## src/hw/cpfs_defs.svh

```systemverilog
`ifndef CPFS_DEFS_SVH
`define CPFS_DEFS_SVH

// ==========================================================
// register offsets (byte addresses on the avalon slave)
`define CPFS_REG_CTRL 4'h0
`define CPFS_REG_STATUS 4'h4
`define CPFS_REG_PINS 4'h8

// ==========================================================
// ctrl fields and reset value
`define CPFS_CTRL_OUT_DIS 0
`define CPFS_CTRL_RST 1'h0

// ==========================================================
// status fields
`define CPFS_ST_MODE_LO 0
`define CPFS_ST_BUS_STYLE 2
`define CPFS_ST_OUT_DIS 3
`define CPFS_ST_TX_CLK_LO 4

// ==========================================================
// pins register fields
`define CPFS_PIN_AD_LO 0
`define CPFS_PIN_ADDR_LO 8

// ==========================================================
// widths and synchroniser layout
`define CPFS_SYNC_W 19
`define CPFS_DATA_ZERO 32'h0000_0000

`endif

```

## src/hw/cpfs_pkg.sv

```systemverilog
package cpfs_pkg;

  // interface-mode strap decode
  typedef enum logic [1:0] {
    cpfs_mode_mux = 2'b00,
    cpfs_mode_nonmux = 2'b01,
    cpfs_mode_serial = 2'b10,
    cpfs_mode_hw = 2'b11
  } cpfs_mode_t;

endpackage

```

## src/hw/cpfs_mode_if.sv

```systemverilog
`timescale 1ns/1ps

// ==========================================================
// strap-to-function decode carried between decoder and top
interface cpfs_mode_if;
  import cpfs_pkg::*;
  logic [1:0] strap;
  cpfs_mode_t mode;
  logic is_par;
  logic is_mux;
  logic is_nonmux;
  logic is_serial;
  logic is_hw;

  modport dec (
    input strap,
    output mode,
    output is_par,
    output is_mux,
    output is_nonmux,
    output is_serial,
    output is_hw
  );
  modport use_side (
    output strap,
    input mode,
    input is_par,
    input is_mux,
    input is_nonmux,
    input is_serial,
    input is_hw
  );
endinterface

```

## src/hw/cpfs_sync.sv

```systemverilog
`timescale 1ns/1ps

// ==========================================================
// three-stage pin synchroniser; a change counts once stages two and three agree
module cpfs_sync #(
  parameter int W = 1
) (
  // clock and reset
  input wire logic i_clk_sys,
  input wire logic i_nrst,
  // pins and result
  input wire logic [W-1:0] i_async,
  output logic [W-1:0] o_sync
);
  logic [W-1:0] s1_ff;
  logic [W-1:0] s2_ff;
  logic [W-1:0] s3_ff;
  logic [W-1:0] out_ff;
  logic [W-1:0] nxt_out;

  // per-bit filter: hold the old value while the last two stages disagree
  always_comb begin
    for (int i = 0; i < W; i++) begin
      nxt_out[i] = (s2_ff[i] == s3_ff[i]) ? s3_ff[i] : out_ff[i];
    end
  end

  // only stage two reads stage one
  always_ff @(posedge i_clk_sys or negedge i_nrst) begin
    if (!i_nrst) begin
      s1_ff <= '0;
      s2_ff <= '0;
      s3_ff <= '0;
      out_ff <= '0;
    end else begin
      s1_ff <= i_async;
      s2_ff <= s1_ff;
      s3_ff <= s2_ff;
      out_ff <= nxt_out;
    end
  end

  assign o_sync = out_ff;
endmodule

```

## src/hw/cpfs_mode_dec.sv

```systemverilog
`timescale 1ns/1ps

// ==========================================================
// interface-mode strap decode, purely combinational
module cpfs_mode_dec
  import cpfs_pkg::*;
(
  cpfs_mode_if.dec mif
);
  // strap is static in use, so no state is kept here
  always_comb begin
    mif.mode = cpfs_mode_t'(mif.strap);
    mif.is_mux = 1'b0;
    mif.is_nonmux = 1'b0;
    mif.is_serial = 1'b0;
    mif.is_hw = 1'b0;
    case (mif.mode)
      cpfs_mode_mux: mif.is_mux = 1'b1;
      cpfs_mode_nonmux: mif.is_nonmux = 1'b1;
      cpfs_mode_serial: mif.is_serial = 1'b1;
      default: mif.is_hw = 1'b1;
    endcase
    mif.is_par = mif.is_mux | mif.is_nonmux;
  end
endmodule

```

## src/hw/cpfs_top.sv

```systemverilog
`timescale 1ns/1ps
`include "cpfs_defs.svh"

// Notes on behaviour
// RULE_01: strap 01: low pins are data bus
// RULE_02: strap 00: pins shared address and data
// RULE_03: serial: read data bit0, write data bit1
// RULE_04: nonmux: dedicated pins give address six..zero
// RULE_05: host ties unused address pins low, mux
// RULE_06: serial: straps set clock polarity and phase
// RULE_07: hardware: pins give rx, tx mode bits
// RULE_08: hardware: prescale input sets clock divide
// RULE_09: hardware: three pins give build-out code
// RULE_10: alarm high in T1/E1 sends AIS
// RULE_11: composite clock: alarm low forces all ones
// RULE_12: termination select: 0=120 ohm, 1=75 ohm
// RULE_13: bus-type strap picks strobe timing style
// RULE_14: hardware T1/E1: line-code input enables substitution
// RULE_15: strap 00 mux, 01 nonmux, 10 serial, 11 hw
// RULE_16: host holds chip select low per access
// RULE_17: pin function follows static strap combinationally; here the strap passes cpfs_sync and the function outputs are registered
module cpfs_top
  import cpfs_pkg::*;
(
  // clock and reset
  input wire logic i_clk_sys,
  input wire logic i_nrst,
  // avalon-mm slave
  input wire logic [3:0] i_av_address,
  input wire logic i_av_read,
  input wire logic i_av_write,
  input wire logic [31:0] i_av_writedata,
  output logic [31:0] o_av_readdata,
  output logic o_av_waitrequest,
  // strap pins
  input wire logic [1:0] i_interface_mode_strap,
  input wire logic i_bus_style_strap,
  input wire logic i_tx_clk_src_sel_1,
  // shared address/data pins
  input wire logic [7:0] i_ad_pin,
  output logic [7:0] o_ad_pin,
  output logic [7:0] o_ad_pin_oe,
  input wire logic [6:0] i_addr_pin,
  // parallel port engine
  input wire logic [7:0] i_par_rdata,
  input wire logic i_par_rd_drive,
  output logic o_par_ad_shared,
  output logic o_par_nonmux,
  output logic [7:0] o_par_data_in,
  output logic [6:0] o_par_addr,
  output logic o_bus_style_strobe,
  // serial port engine
  input wire logic i_spi_miso,
  input wire logic i_spi_miso_drive,
  output logic o_spi_en,
  output logic o_spi_mosi,
  output logic o_spi_cpol,
  output logic o_spi_cpha,
  // hardware mode and transmitter
  input wire logic i_tx_mode_t1e1,
  input wire logic i_tx_mode_cc,
  output logic o_hw_mode,
  output logic o_rx_mode_sel_bit3,
  output logic o_tx_mode_sel_bit0,
  output logic o_prescale_sel_0,
  output logic [2:0] o_buildout_sel,
  output logic o_term_75_ohm,
  output logic o_zero_sub_code_en,
  output logic o_tx_send_ais,
  output logic o_tx_force_ones,
  output logic [1:0] o_tx_clk_src_sel
);

  // ==========================================================
  // pin synchronisers and strap decode
  logic [18:0] sync_s;
  logic [7:0] ad_s;
  logic [6:0] addr_s;
  logic bus_style_s;
  logic tx_clk1_s;
  logic alarm_tx_in;
  logic e1_term_sel;
  logic zero_sub_code_en;
  cpfs_mode_if mif ();

  cpfs_sync #(.W(`CPFS_SYNC_W)) u_sync (
    .i_clk_sys(i_clk_sys),
    .i_nrst(i_nrst),
    .i_async({i_tx_clk_src_sel_1, i_bus_style_strap, i_interface_mode_strap,
              i_addr_pin, i_ad_pin}),
    .o_sync(sync_s)
  );

  // unpack the filtered pins
  assign ad_s = sync_s[7:0];
  assign addr_s = sync_s[14:8];
  assign mif.strap = sync_s[16:15];
  assign bus_style_s = sync_s[17];
  assign tx_clk1_s = sync_s[18];
  assign alarm_tx_in = addr_s[1];
  assign e1_term_sel = addr_s[0];
  assign zero_sub_code_en = bus_style_s;

  cpfs_mode_dec u_dec (
    .mif(mif)
  ); // RULE_15 RULE_17

  // ==========================================================
  // register bus
  logic ctrl_out_dis_ff;
  logic nxt_ctrl_out_dis;
  logic wait_ff;
  logic nxt_wait;
  logic [31:0] rdata_ff;
  logic [31:0] nxt_rdata;
  logic av_req;

  assign av_req = i_av_read | i_av_write;

  // read mux shared by the read path
  function automatic logic [31:0] cpfs_read_word(input logic [3:0] addr,
                                                 input logic [31:0] st,
                                                 input logic [31:0] pins,
                                                 input logic dis);
    logic [31:0] w;
    w = `CPFS_DATA_ZERO;
    if (addr == `CPFS_REG_CTRL) begin
      w[`CPFS_CTRL_OUT_DIS] = dis;
    end else if (addr == `CPFS_REG_STATUS) begin
      w = st;
    end else if (addr == `CPFS_REG_PINS) begin
      w = pins;
    end
    return w;
  endfunction

  logic [31:0] status_word;
  logic [31:0] pins_word;

  // status shows decoded mode and straps as the block sees them
  always_comb begin
    status_word = `CPFS_DATA_ZERO;
    status_word[`CPFS_ST_MODE_LO +: 2] = mif.mode;
    status_word[`CPFS_ST_BUS_STYLE] = bus_style_s;
    status_word[`CPFS_ST_OUT_DIS] = ctrl_out_dis_ff;
    status_word[`CPFS_ST_TX_CLK_LO +: 2] = {tx_clk1_s, ad_s[0]};
    pins_word = `CPFS_DATA_ZERO;
    pins_word[`CPFS_PIN_AD_LO +: 8] = ad_s;
    pins_word[`CPFS_PIN_ADDR_LO +: 7] = addr_s;
  end

  // one wait cycle per access; write lands on the edge that sees waitrequest low
  always_comb begin
    nxt_wait = ~(av_req & wait_ff);
    nxt_rdata = rdata_ff;
    nxt_ctrl_out_dis = ctrl_out_dis_ff;
    if (i_av_read && wait_ff) begin
      nxt_rdata = cpfs_read_word(i_av_address, status_word, pins_word, ctrl_out_dis_ff);
    end
    if (i_av_write && !wait_ff && i_av_address == `CPFS_REG_CTRL) begin
      nxt_ctrl_out_dis = i_av_writedata[`CPFS_CTRL_OUT_DIS];
    end
  end

  always_ff @(posedge i_clk_sys or negedge i_nrst) begin
    if (!i_nrst) begin
      wait_ff <= 1'b1;
      rdata_ff <= `CPFS_DATA_ZERO;
      ctrl_out_dis_ff <= `CPFS_CTRL_RST;
    end else begin
      wait_ff <= nxt_wait;
      rdata_ff <= nxt_rdata;
      ctrl_out_dis_ff <= nxt_ctrl_out_dis;
    end
  end

  assign o_av_waitrequest = wait_ff;
  assign o_av_readdata = rdata_ff;

  // ==========================================================
  // pin function select
  logic [7:0] ad_out_ff;
  logic [7:0] nxt_ad_out;
  logic [7:0] ad_oe_ff;
  logic [7:0] nxt_ad_oe;
  logic [27:0] fn_ff;
  logic [27:0] nxt_fn;

  // pin drivers; ctrl disable tri-states everything for board testing
  always_comb begin
    nxt_ad_out = 8'h00;
    nxt_ad_oe = 8'h00;
    if (mif.is_par && i_par_rd_drive) begin
      nxt_ad_out = i_par_rdata; // RULE_01 RULE_02
      nxt_ad_oe = 8'hff;
    end else if (mif.is_serial && i_spi_miso_drive) begin
      nxt_ad_out = {7'h00, i_spi_miso}; // RULE_03
      nxt_ad_oe = 8'h01;
    end
    if (ctrl_out_dis_ff) begin
      nxt_ad_oe = 8'h00;
    end
  end

  // function outputs; inactive functions read as zero
  always_comb begin
    nxt_fn = '0;
    // parallel side: mux mode relies on unused address pins tied low
    nxt_fn[0] = mif.is_mux; // RULE_02 RULE_05
    nxt_fn[1] = mif.is_nonmux; // RULE_01
    nxt_fn[9:2] = mif.is_par ? ad_s : 8'h00;
    nxt_fn[16:10] = mif.is_nonmux ? addr_s : 7'h00; // RULE_04
    nxt_fn[17] = mif.is_par & bus_style_s; // RULE_13
    // serial side
    nxt_fn[18] = mif.is_serial;
    nxt_fn[19] = mif.is_serial & ad_s[1]; // RULE_03
    nxt_fn[20] = mif.is_serial & addr_s[5]; // RULE_06
    nxt_fn[21] = mif.is_serial & addr_s[4]; // RULE_06
    // hardware strap side
    nxt_fn[22] = mif.is_hw;
    if (mif.is_hw) begin
      nxt_fn[23] = ad_s[1]; // RULE_07
      nxt_fn[24] = addr_s[5]; // RULE_07
      nxt_fn[25] = addr_s[6]; // RULE_08
      nxt_fn[26] = e1_term_sel; // RULE_12
      nxt_fn[27] = zero_sub_code_en & i_tx_mode_t1e1; // RULE_14
    end
  end

  // transmitter alarm and clock-source straps
  logic tx_ais_ff;
  logic nxt_tx_ais;
  logic tx_ones_ff;
  logic nxt_tx_ones;
  logic [2:0] bo_ff;
  logic [2:0] nxt_bo;
  logic [1:0] tclk_ff;
  logic [1:0] nxt_tclk;

  // alarm pin is only free in hardware mode; elsewhere it is an address bit
  always_comb begin
    nxt_tx_ais = mif.is_hw & i_tx_mode_t1e1 & alarm_tx_in; // RULE_10
    nxt_tx_ones = mif.is_hw & i_tx_mode_cc & ~alarm_tx_in; // RULE_11
    nxt_bo = mif.is_hw ? addr_s[4:2] : 3'h0; // RULE_09
    nxt_tclk = mif.is_hw ? {tx_clk1_s, ad_s[0]} : {tx_clk1_s, 1'b0};
  end

  always_ff @(posedge i_clk_sys or negedge i_nrst) begin
    if (!i_nrst) begin
      ad_out_ff <= 8'h00;
      ad_oe_ff <= 8'h00;
      fn_ff <= '0;
      tx_ais_ff <= 1'b0;
      tx_ones_ff <= 1'b0;
      bo_ff <= 3'h0;
      tclk_ff <= 2'h0;
    end else begin
      ad_out_ff <= nxt_ad_out;
      ad_oe_ff <= nxt_ad_oe;
      fn_ff <= nxt_fn;
      tx_ais_ff <= nxt_tx_ais;
      tx_ones_ff <= nxt_tx_ones;
      bo_ff <= nxt_bo;
      tclk_ff <= nxt_tclk;
    end
  end

  // output fan-out of the registered functions
  assign o_ad_pin = ad_out_ff;
  assign o_ad_pin_oe = ad_oe_ff;
  assign o_par_ad_shared = fn_ff[0];
  assign o_par_nonmux = fn_ff[1];
  assign o_par_data_in = fn_ff[9:2];
  assign o_par_addr = fn_ff[16:10];
  assign o_bus_style_strobe = fn_ff[17];
  assign o_spi_en = fn_ff[18];
  assign o_spi_mosi = fn_ff[19];
  assign o_spi_cpol = fn_ff[20];
  assign o_spi_cpha = fn_ff[21];
  assign o_hw_mode = fn_ff[22];
  assign o_rx_mode_sel_bit3 = fn_ff[23];
  assign o_tx_mode_sel_bit0 = fn_ff[24];
  assign o_prescale_sel_0 = fn_ff[25];
  assign o_term_75_ohm = fn_ff[26];
  assign o_zero_sub_code_en = fn_ff[27];
  assign o_tx_send_ais = tx_ais_ff;
  assign o_tx_force_ones = tx_ones_ff;
  assign o_buildout_sel = bo_ff;
  assign o_tx_clk_src_sel = tclk_ff;
endmodule

```

## config.mk

```make
export PLATFORM = sky130hd
export DESIGN_NAME = cpfs_top
export DESIGN_NICKNAME = d
export VERILOG_FILES = /design/src/hw/cpfs_pkg.sv /design/src/hw/cpfs_mode_if.sv /design/src/hw/cpfs_sync.sv /design/src/hw/cpfs_mode_dec.sv /design/src/hw/cpfs_top.sv
export VERILOG_INCLUDE_DIRS = /design/src /design/src/hw
export SDC_FILE = /design/constraint.sdc
export NUM_CORES = 1
export LEC_CHECK = 0
export ABC_AREA = 1
export ABC_CLOCK_PERIOD_IN_PS = 2500
export BUFFER_PORTS_ARGS = -buffer_cell sky130_fd_sc_hd__clkbuf_2
export CAP_MARGIN = 20
export CORE_ASPECT_RATIO = 0.7
export CORE_UTILIZATION = 40
export CTS_CLUSTER_SIZE = 16
export DETAILED_ROUTE_END_ITERATION = 8
export GPL_TIMING_DRIVEN = 0
export PLACE_DENSITY = 0.67
export SLEW_MARGIN = 10
export SYNTH_ARGS = -nofsm -noshare
export SYNTH_HDL_FRONTEND = slang
export SYNTH_SLANG_ARGS = --single-unit
```

## constraint.sdc

```tcl
create_clock -name i_clk_sys -period 2.5 [get_ports i_clk_sys]
set_clock_uncertainty 0.05 [all_clocks]
set_input_delay 0.125 -clock i_clk_sys [delete_from_list [all_inputs] [get_ports i_clk_sys]]
set_output_delay 0.125 -clock i_clk_sys [all_outputs]
set_load 0.05 [all_outputs]
```

-- Word-level counts from Yosys, hierarchy flattened
Index checks and enable logic that the tools add are counted.
- flip-flop bits (word level): 161
- bits in latches: 0
- memory bits (writable): 0
- bits in read-only memories: 0
- output and inout port bits: 84
- word-level logic and storage cells: 96
- memories: 0
- $add $sub $neg: 0
- multiply operators: 0
- divide/modulo/power cells: 0
- $lt $le $gt $ge: 0
- equality and inequality tests: 23
- shifts and indexed selects: 0
- multiplexer cells: 18
- bitwise operators: 14
- reduce and logical (&&, ||, !) cells: 9
- operators by type and width (kind ; count):
    two-way mux 8 bit ; 4
    two-way mux 31 bit ; 1
    two-way mux 15 bit ; 2
    == test 1 bit ; 19
    bitwise AND 1 bit ; 10
    two-way mux 1 bit ; 8
    two-way mux 7 bit ; 1
    logical AND 1 bit ; 5
    two-way mux 5 bit ; 1
    == test 4 x 3 -> 1 bit (second input constant) ; 1
    == test 4 bit (second input constant) ; 1
    zero test 4 bit ; 1
    two-way mux 3 bit ; 1
    OR reduction 3 bit ; 1
    == test 2 x 1 -> 1 bit (second input constant) ; 1
    == test 2 bit (second input constant) ; 1
    zero test 2 bit ; 1
    NOT 1 bit ; 2
    OR 1 bit ; 2
    zero test 1 bit ; 1

-- Longest topological paths before layout
- depth in word-level cells: 6
- depth in mapped cells: 6
- depth with buffers taken out: 6

-- Modules after synthesis
A second synthesis with hierarchy kept.
- cell total of the unflattened synthesis: 416
- area total of the unflattened synthesis: 4735.8 sq um
- by module, submodules not included (module ; times used ; cells each ; area an instance (sq um) ; sequential area each (sq um)):
    cpfs_top ; 1 ; 255 ; 2481.1 ; 1552.7
    cpfs_sync ; 1 ; 152 ; 2210.9 ; 1901.8
    cpfs_mode_dec ; 1 ; 9 ; 43.8 ; 0.0

-- Least setup slack after synthesis
No wires, ideal clock.
- path kind: reg-to-reg
- start point: reg wait_ff, in the netlist o_av_waitrequest
- end point: reg rdata_ff[10], in the netlist o_av_readdata[10]
- setup time: 118 ps
- arrival time: 1166 ps
- slack: 1167 ps
- cell stages (with the launch flop): 5
- buffers on the path: 1
- clock period less this slack: 1333 ps
- path through: dfstp_2 -> nand2_2 -> clkbuf_1 -> nand2_1 -> nand2_1
- word-level cells in the longest chain between the ends: 1
- ends and longest elaborated chain (element ; RTL line ; text):
    start, declared ; cpfs_top.sv:112 ; logic wait_ff;
    start signal, assigned ; cpfs_top.sv:171 ; wait_ff <= nxt_wait;
    logical AND 1 bit ; cpfs_top.sv:157 ; if (i_av_read && wait_ff) begin
    end signal, assigned ; cpfs_top.sv:168 ; rdata_ff <= `CPFS_DATA_ZERO;
    end signal, assigned ; cpfs_top.sv:172 ; rdata_ff <= nxt_rdata;
    end, declared ; cpfs_top.sv:114 ; logic [31:0] rdata_ff;
No other way between the ends.
A chain may end at the register's enable or synchronous reset.

-- Worst setup path in the final report
- start point: reg u_sync.out_ff[16], in the netlist u_sync.o_sync[16]
- end point: reg ad_out_ff[0], in the netlist o_ad_pin[0]
- word-level cells in the longest chain between the ends: 5
- elaborated cells on any way between the ends: 11
- classes of those cells: 2 x eq/ne; 5 x mux; 1 x bitwise; 3 x reduce/logical
- ends and longest elaborated chain (element ; RTL line ; text):
    start, declared ; cpfs_sync.sv:18 ; logic [W-1:0] out_ff;
    start signal, assigned ; cpfs_sync.sv:39 ; out_ff <= nxt_out;
    == test 2 bit ; cpfs_mode_dec.sv:17 ; case (mif.mode)
    two-way mux 1 bit ; cpfs_mode_dec.sv:17 ;
    via mif.is_serial ; cpfs_mode_if.sv:12 ; logic is_serial;
    logical AND 1 bit ; cpfs_top.sv:196 ; end else if (mif.is_serial && i_spi_miso_drive) begin
    two-way mux 1 bit ; cpfs_top.sv:196 ;
    two-way mux 8 bit ; cpfs_top.sv:193 ; if (mif.is_par && i_par_rd_drive) begin
    via nxt_ad_out[0] ; cpfs_top.sv:183 ; logic [7:0] nxt_ad_out;
    end signal, assigned ; cpfs_top.sv:258 ; ad_out_ff <= nxt_ad_out;
    end, declared ; cpfs_top.sv:182 ; logic [7:0] ad_out_ff;
The timed path passes the listed nets, and every way through them passes these cells.

==> results.json <==
{
  "netlist_area_um2": 4540,
  "wl_mm": 8.73,
  "use_met1_pct": 22.0,
  "outcome": "finished, final reports clean",
  "pre_cts_slack_ns": 1.16,
  "postLayoutSetupSlackWorst_ns": 0.374,
  "p_leak_nw": 3.38,
  "min_to": "ctrl_out_dis_ff",
  "final_area_um2": 6390,
  "grt_antenna_before_repair": 0,
  "vias": 2898,
  "drc": 0,
  "overflow": 0,
  "start_util_pct": 41.2,
  "synth_seq_cells": 138,
  "worst_pin_slew_ns": 0.512,
  "cts_tree": "yes",
  "nets": 597,
  "vias_per_cell": 4.19,
  "reg2reg_from": "u_sync.o_sync[16]",
  "totalPowerFinal_mw": 5.96,
  "clk_path_buf_depth": 2,
  "synth-compound-area-share_pct": 0.331,
  "ant_nets": 0,
  "yosys-top-cells-count": "dfrtp_1 (137), nand2_1 (50), nor2_1 (38)",
  "synthAdderAreaFrac_pct": 4.19,
  "clk-insertion-delay-late_ns": 0.40,
  "rsz0062_at_grt": "false",
  "min_path_type": "input port to flip-flop",
  "fin_hold_ws_ns": 0.0391,
  "power_density_nw_per_um2": 933,
  "slowest_stage": "dlygate4sd3_1",
  "fp.coreArea_um2": 11000,
  "setup.worst_path.class": "flip-flop to flip-flop",
  "yosysWarnings": 0,
  "yosys.area_share.simple_pct": 11.9,
  "cp_slowest_stage_delay_ns": 0.57,
  "hold_violations": 0,
  "ctsHtreeMaxLevel": 4,
  "cts_resized": 0,
  "io_pins": 156,
  "cp.buffers_inverters": 3,
  "maxSlewViolCount": 0,
  "wl_per_cell_um": 12.6,
  "cts_buffers": 17,
  "synth_cells": 346,
  "met2_usage_pct": 25.0,
  "r2r_slack_ns": 0.37,
  "cp.required_ns": 2.78,
  "post_dp_cell_area_um2": 5360,
  "die_y_um": 91.1,
  "clkTransAtPathRegs_ns": 0.05,
  "grt_pass1_wl_mm": 14.5,
  "first_iter_violations": 152,
  "setup_viol": 0,
  "port_buffers": 107,
  "r2r_cells": 6,
  "finalCritPeriodShare_pct": 85.0,
  "drive_gt1_share_pct": 33.1,
  "synth_top_family_by_area": "simple AND/OR/NAND/NOR gates",
  "arrival_ns": 2.41,
  "core.rowCount": 32,
  "synth_top_area_cell": "dfrtp_1",
  "grtUsageTotal_pct": 16.4,
  "critPathLaunch": "u_sync.o_sync[16]",
  "cp_cell_sequence": "inv_1, nor2_2, nand3_1, dlygate4sd3_1, nand2_1, dlygate4sd3_1",
  "yosysMostFrequentCell": "dfrtp_1",
  "ir_worst_vdd_uv": 498,
  "cts_num_sinks": 138,
  "synthFlopType": "dfrtp_1",
  "root_buffer": "clkbuf_16",
  "synth.top_cell.area_share_pct": 75.6,
  "relSlewSlack_pct": 65.9,
  "synth_mux_area_share_pct": 0,
  "grt-busiest-layer": "met2",
  "grt_pass1_vias": 2964,
  "hold_depth": 5,
  "critPathTopFamily": "buffers and inverters",
  "place_inst": 623,
  "dp_hpwl_mm": 5.85,
  "gp_congestion": 0.755,
  "final_cells": 691,
  "die_x_um": 129,
  "worstHoldStart": "i_av_write",
  "crit_path_end_kind": "flip-flop",
  "die-area_um2": 11800,
  "seq_area_frac_synth_pct": 76.1,
  "synthXorXnorAreaFrac_pct": 0,
  "max-cap-violations": 0,
  "critPathMaxFanout": 5,
  "crit_top_cell": "dlygate4sd3_1",
  "synth.distinct_cells": 20,
  "timing.rr.end": "o_ad_pin[0]",
  "period_needed_ns": 2.13,
  "grt_max_degree": 74,
  "max_freq_mhz": 470,
  "globalRouteMet3Util_pct": 5.66,
  "drt_pre_antenna_iters": 4,
  "syn-mean-instance-area_um2": 13.1,
  "async_reset_ff_share_pct": 100,
  "synth_area_leaders": "dfrtp_1 (76%), maj3_1 (4.2%), nand2_1 (4.1%)",
  "worstSetupStartpointType": "flip-flop",
  "areaGrowthSynthToFinish_pct": 40.8,
  "synth_edf_count": 0,
  "num_antenna_cells": 0,
  "post-cts-setup-buffers": 0
}
tightest hold or removal path: stages:
cell      delay (ns)
clkbuf_2        0.09
nand2_1         0.06
nor2_1          0.05
nand2_1         0.05
o21ai_0         0.07
per-layer routing:
layer | share of wire (%) | wire length (µm)
met1 | 46 | 4050
met5 | 0 | 0
met2 | 47 | 4100
met4 | 0.74 | 65
met3 | 5.9 | 517
cell usage in the layout, fill, tap and decap left out, types with 2 or more instances in the layout:
cell type and n:
clkbuf_2 106, o21ai_0 2, inv_2 3, buf_6 2
dfrtp_1 137, clkbuf_8 7, maj3_1 19, nor2_1 38
nor2_4 4, bufinv_16 4, inv_1 30, nand3_1 26
conb_1 17, clkbuf_16 17, clkinvlp_4 2, nor3_1 2
nand2_1 50, nand2_2 2, buf_2 2, dlygate4sd3_1 36
buf_4 23
final cells by class:
cell class,instances,area [µm²]
Fill cell,895,4620
Sequential cell,138,3450
Timing Repair Buffer,144,932
Multi-Input combinational cell,163,810
Clock buffer,23,508
Buffer,28,209
Tap cell,153,191
Clock inverter,9,158
Inverter,33,124
sequential cells by signal, summed over array words and instances, names as in the netlist, 2 cells and up:
register / count
fn_ff: 28
o_ad_pin: 8
u_sync.o_sync: 19
o_buildout_sel: 3
u_sync.s3_ff: 19
o_av_readdata: 15
o_tx_clk_src_sel: 2
o_ad_pin_oe: 2
u_sync.s1_ff: 19
u_sync.s2_ff: 19
worst max-delay path by stage:
stage / endpoint / cells past startpoint
finish: o_ad_pin[0] / 6
floorplan: o_av_readdata[10] / 4
global route: o_ad_pin[0] / 6
CTS: o_ad_pin[0] / 6
global placement: o_ad_pin[6] / 1
detailed placement: o_av_readdata[9] / 4
metrics by stage:
step	utilization, %	TNS [ns]
floorplan	-	0
global placement	48.4	-106.50
detailed placement	48.7	0
CTS	58.0	0
global route	58.0	0
finish	58.0	0
timing repair:
| item | in CTS | in global routing |
|---|---|---|
| setup endpoints to repair | 0 | 0 |
| hold buffers | 36 | 0 |
| hold endpoints to repair | 97 | 0 |
where the power goes:
| part | switching [mW] | total [mW] | internal (mW) |
|---|---|---|---|
| combinational | 0.560 | 0.769 | 0.209 |
| clock | 0.878 | 2.71 | 1.83 |
| sequential | 0.0866 | 2.48 | 2.39 |
logic make-up after synthesis:
logic type | after synthesis
buf+inv | 61
simple gates | 124
other cells | 1
flops | 138
fa+ha+maj | 19
compound gates | 3
(Power assumes the default switching activity.)
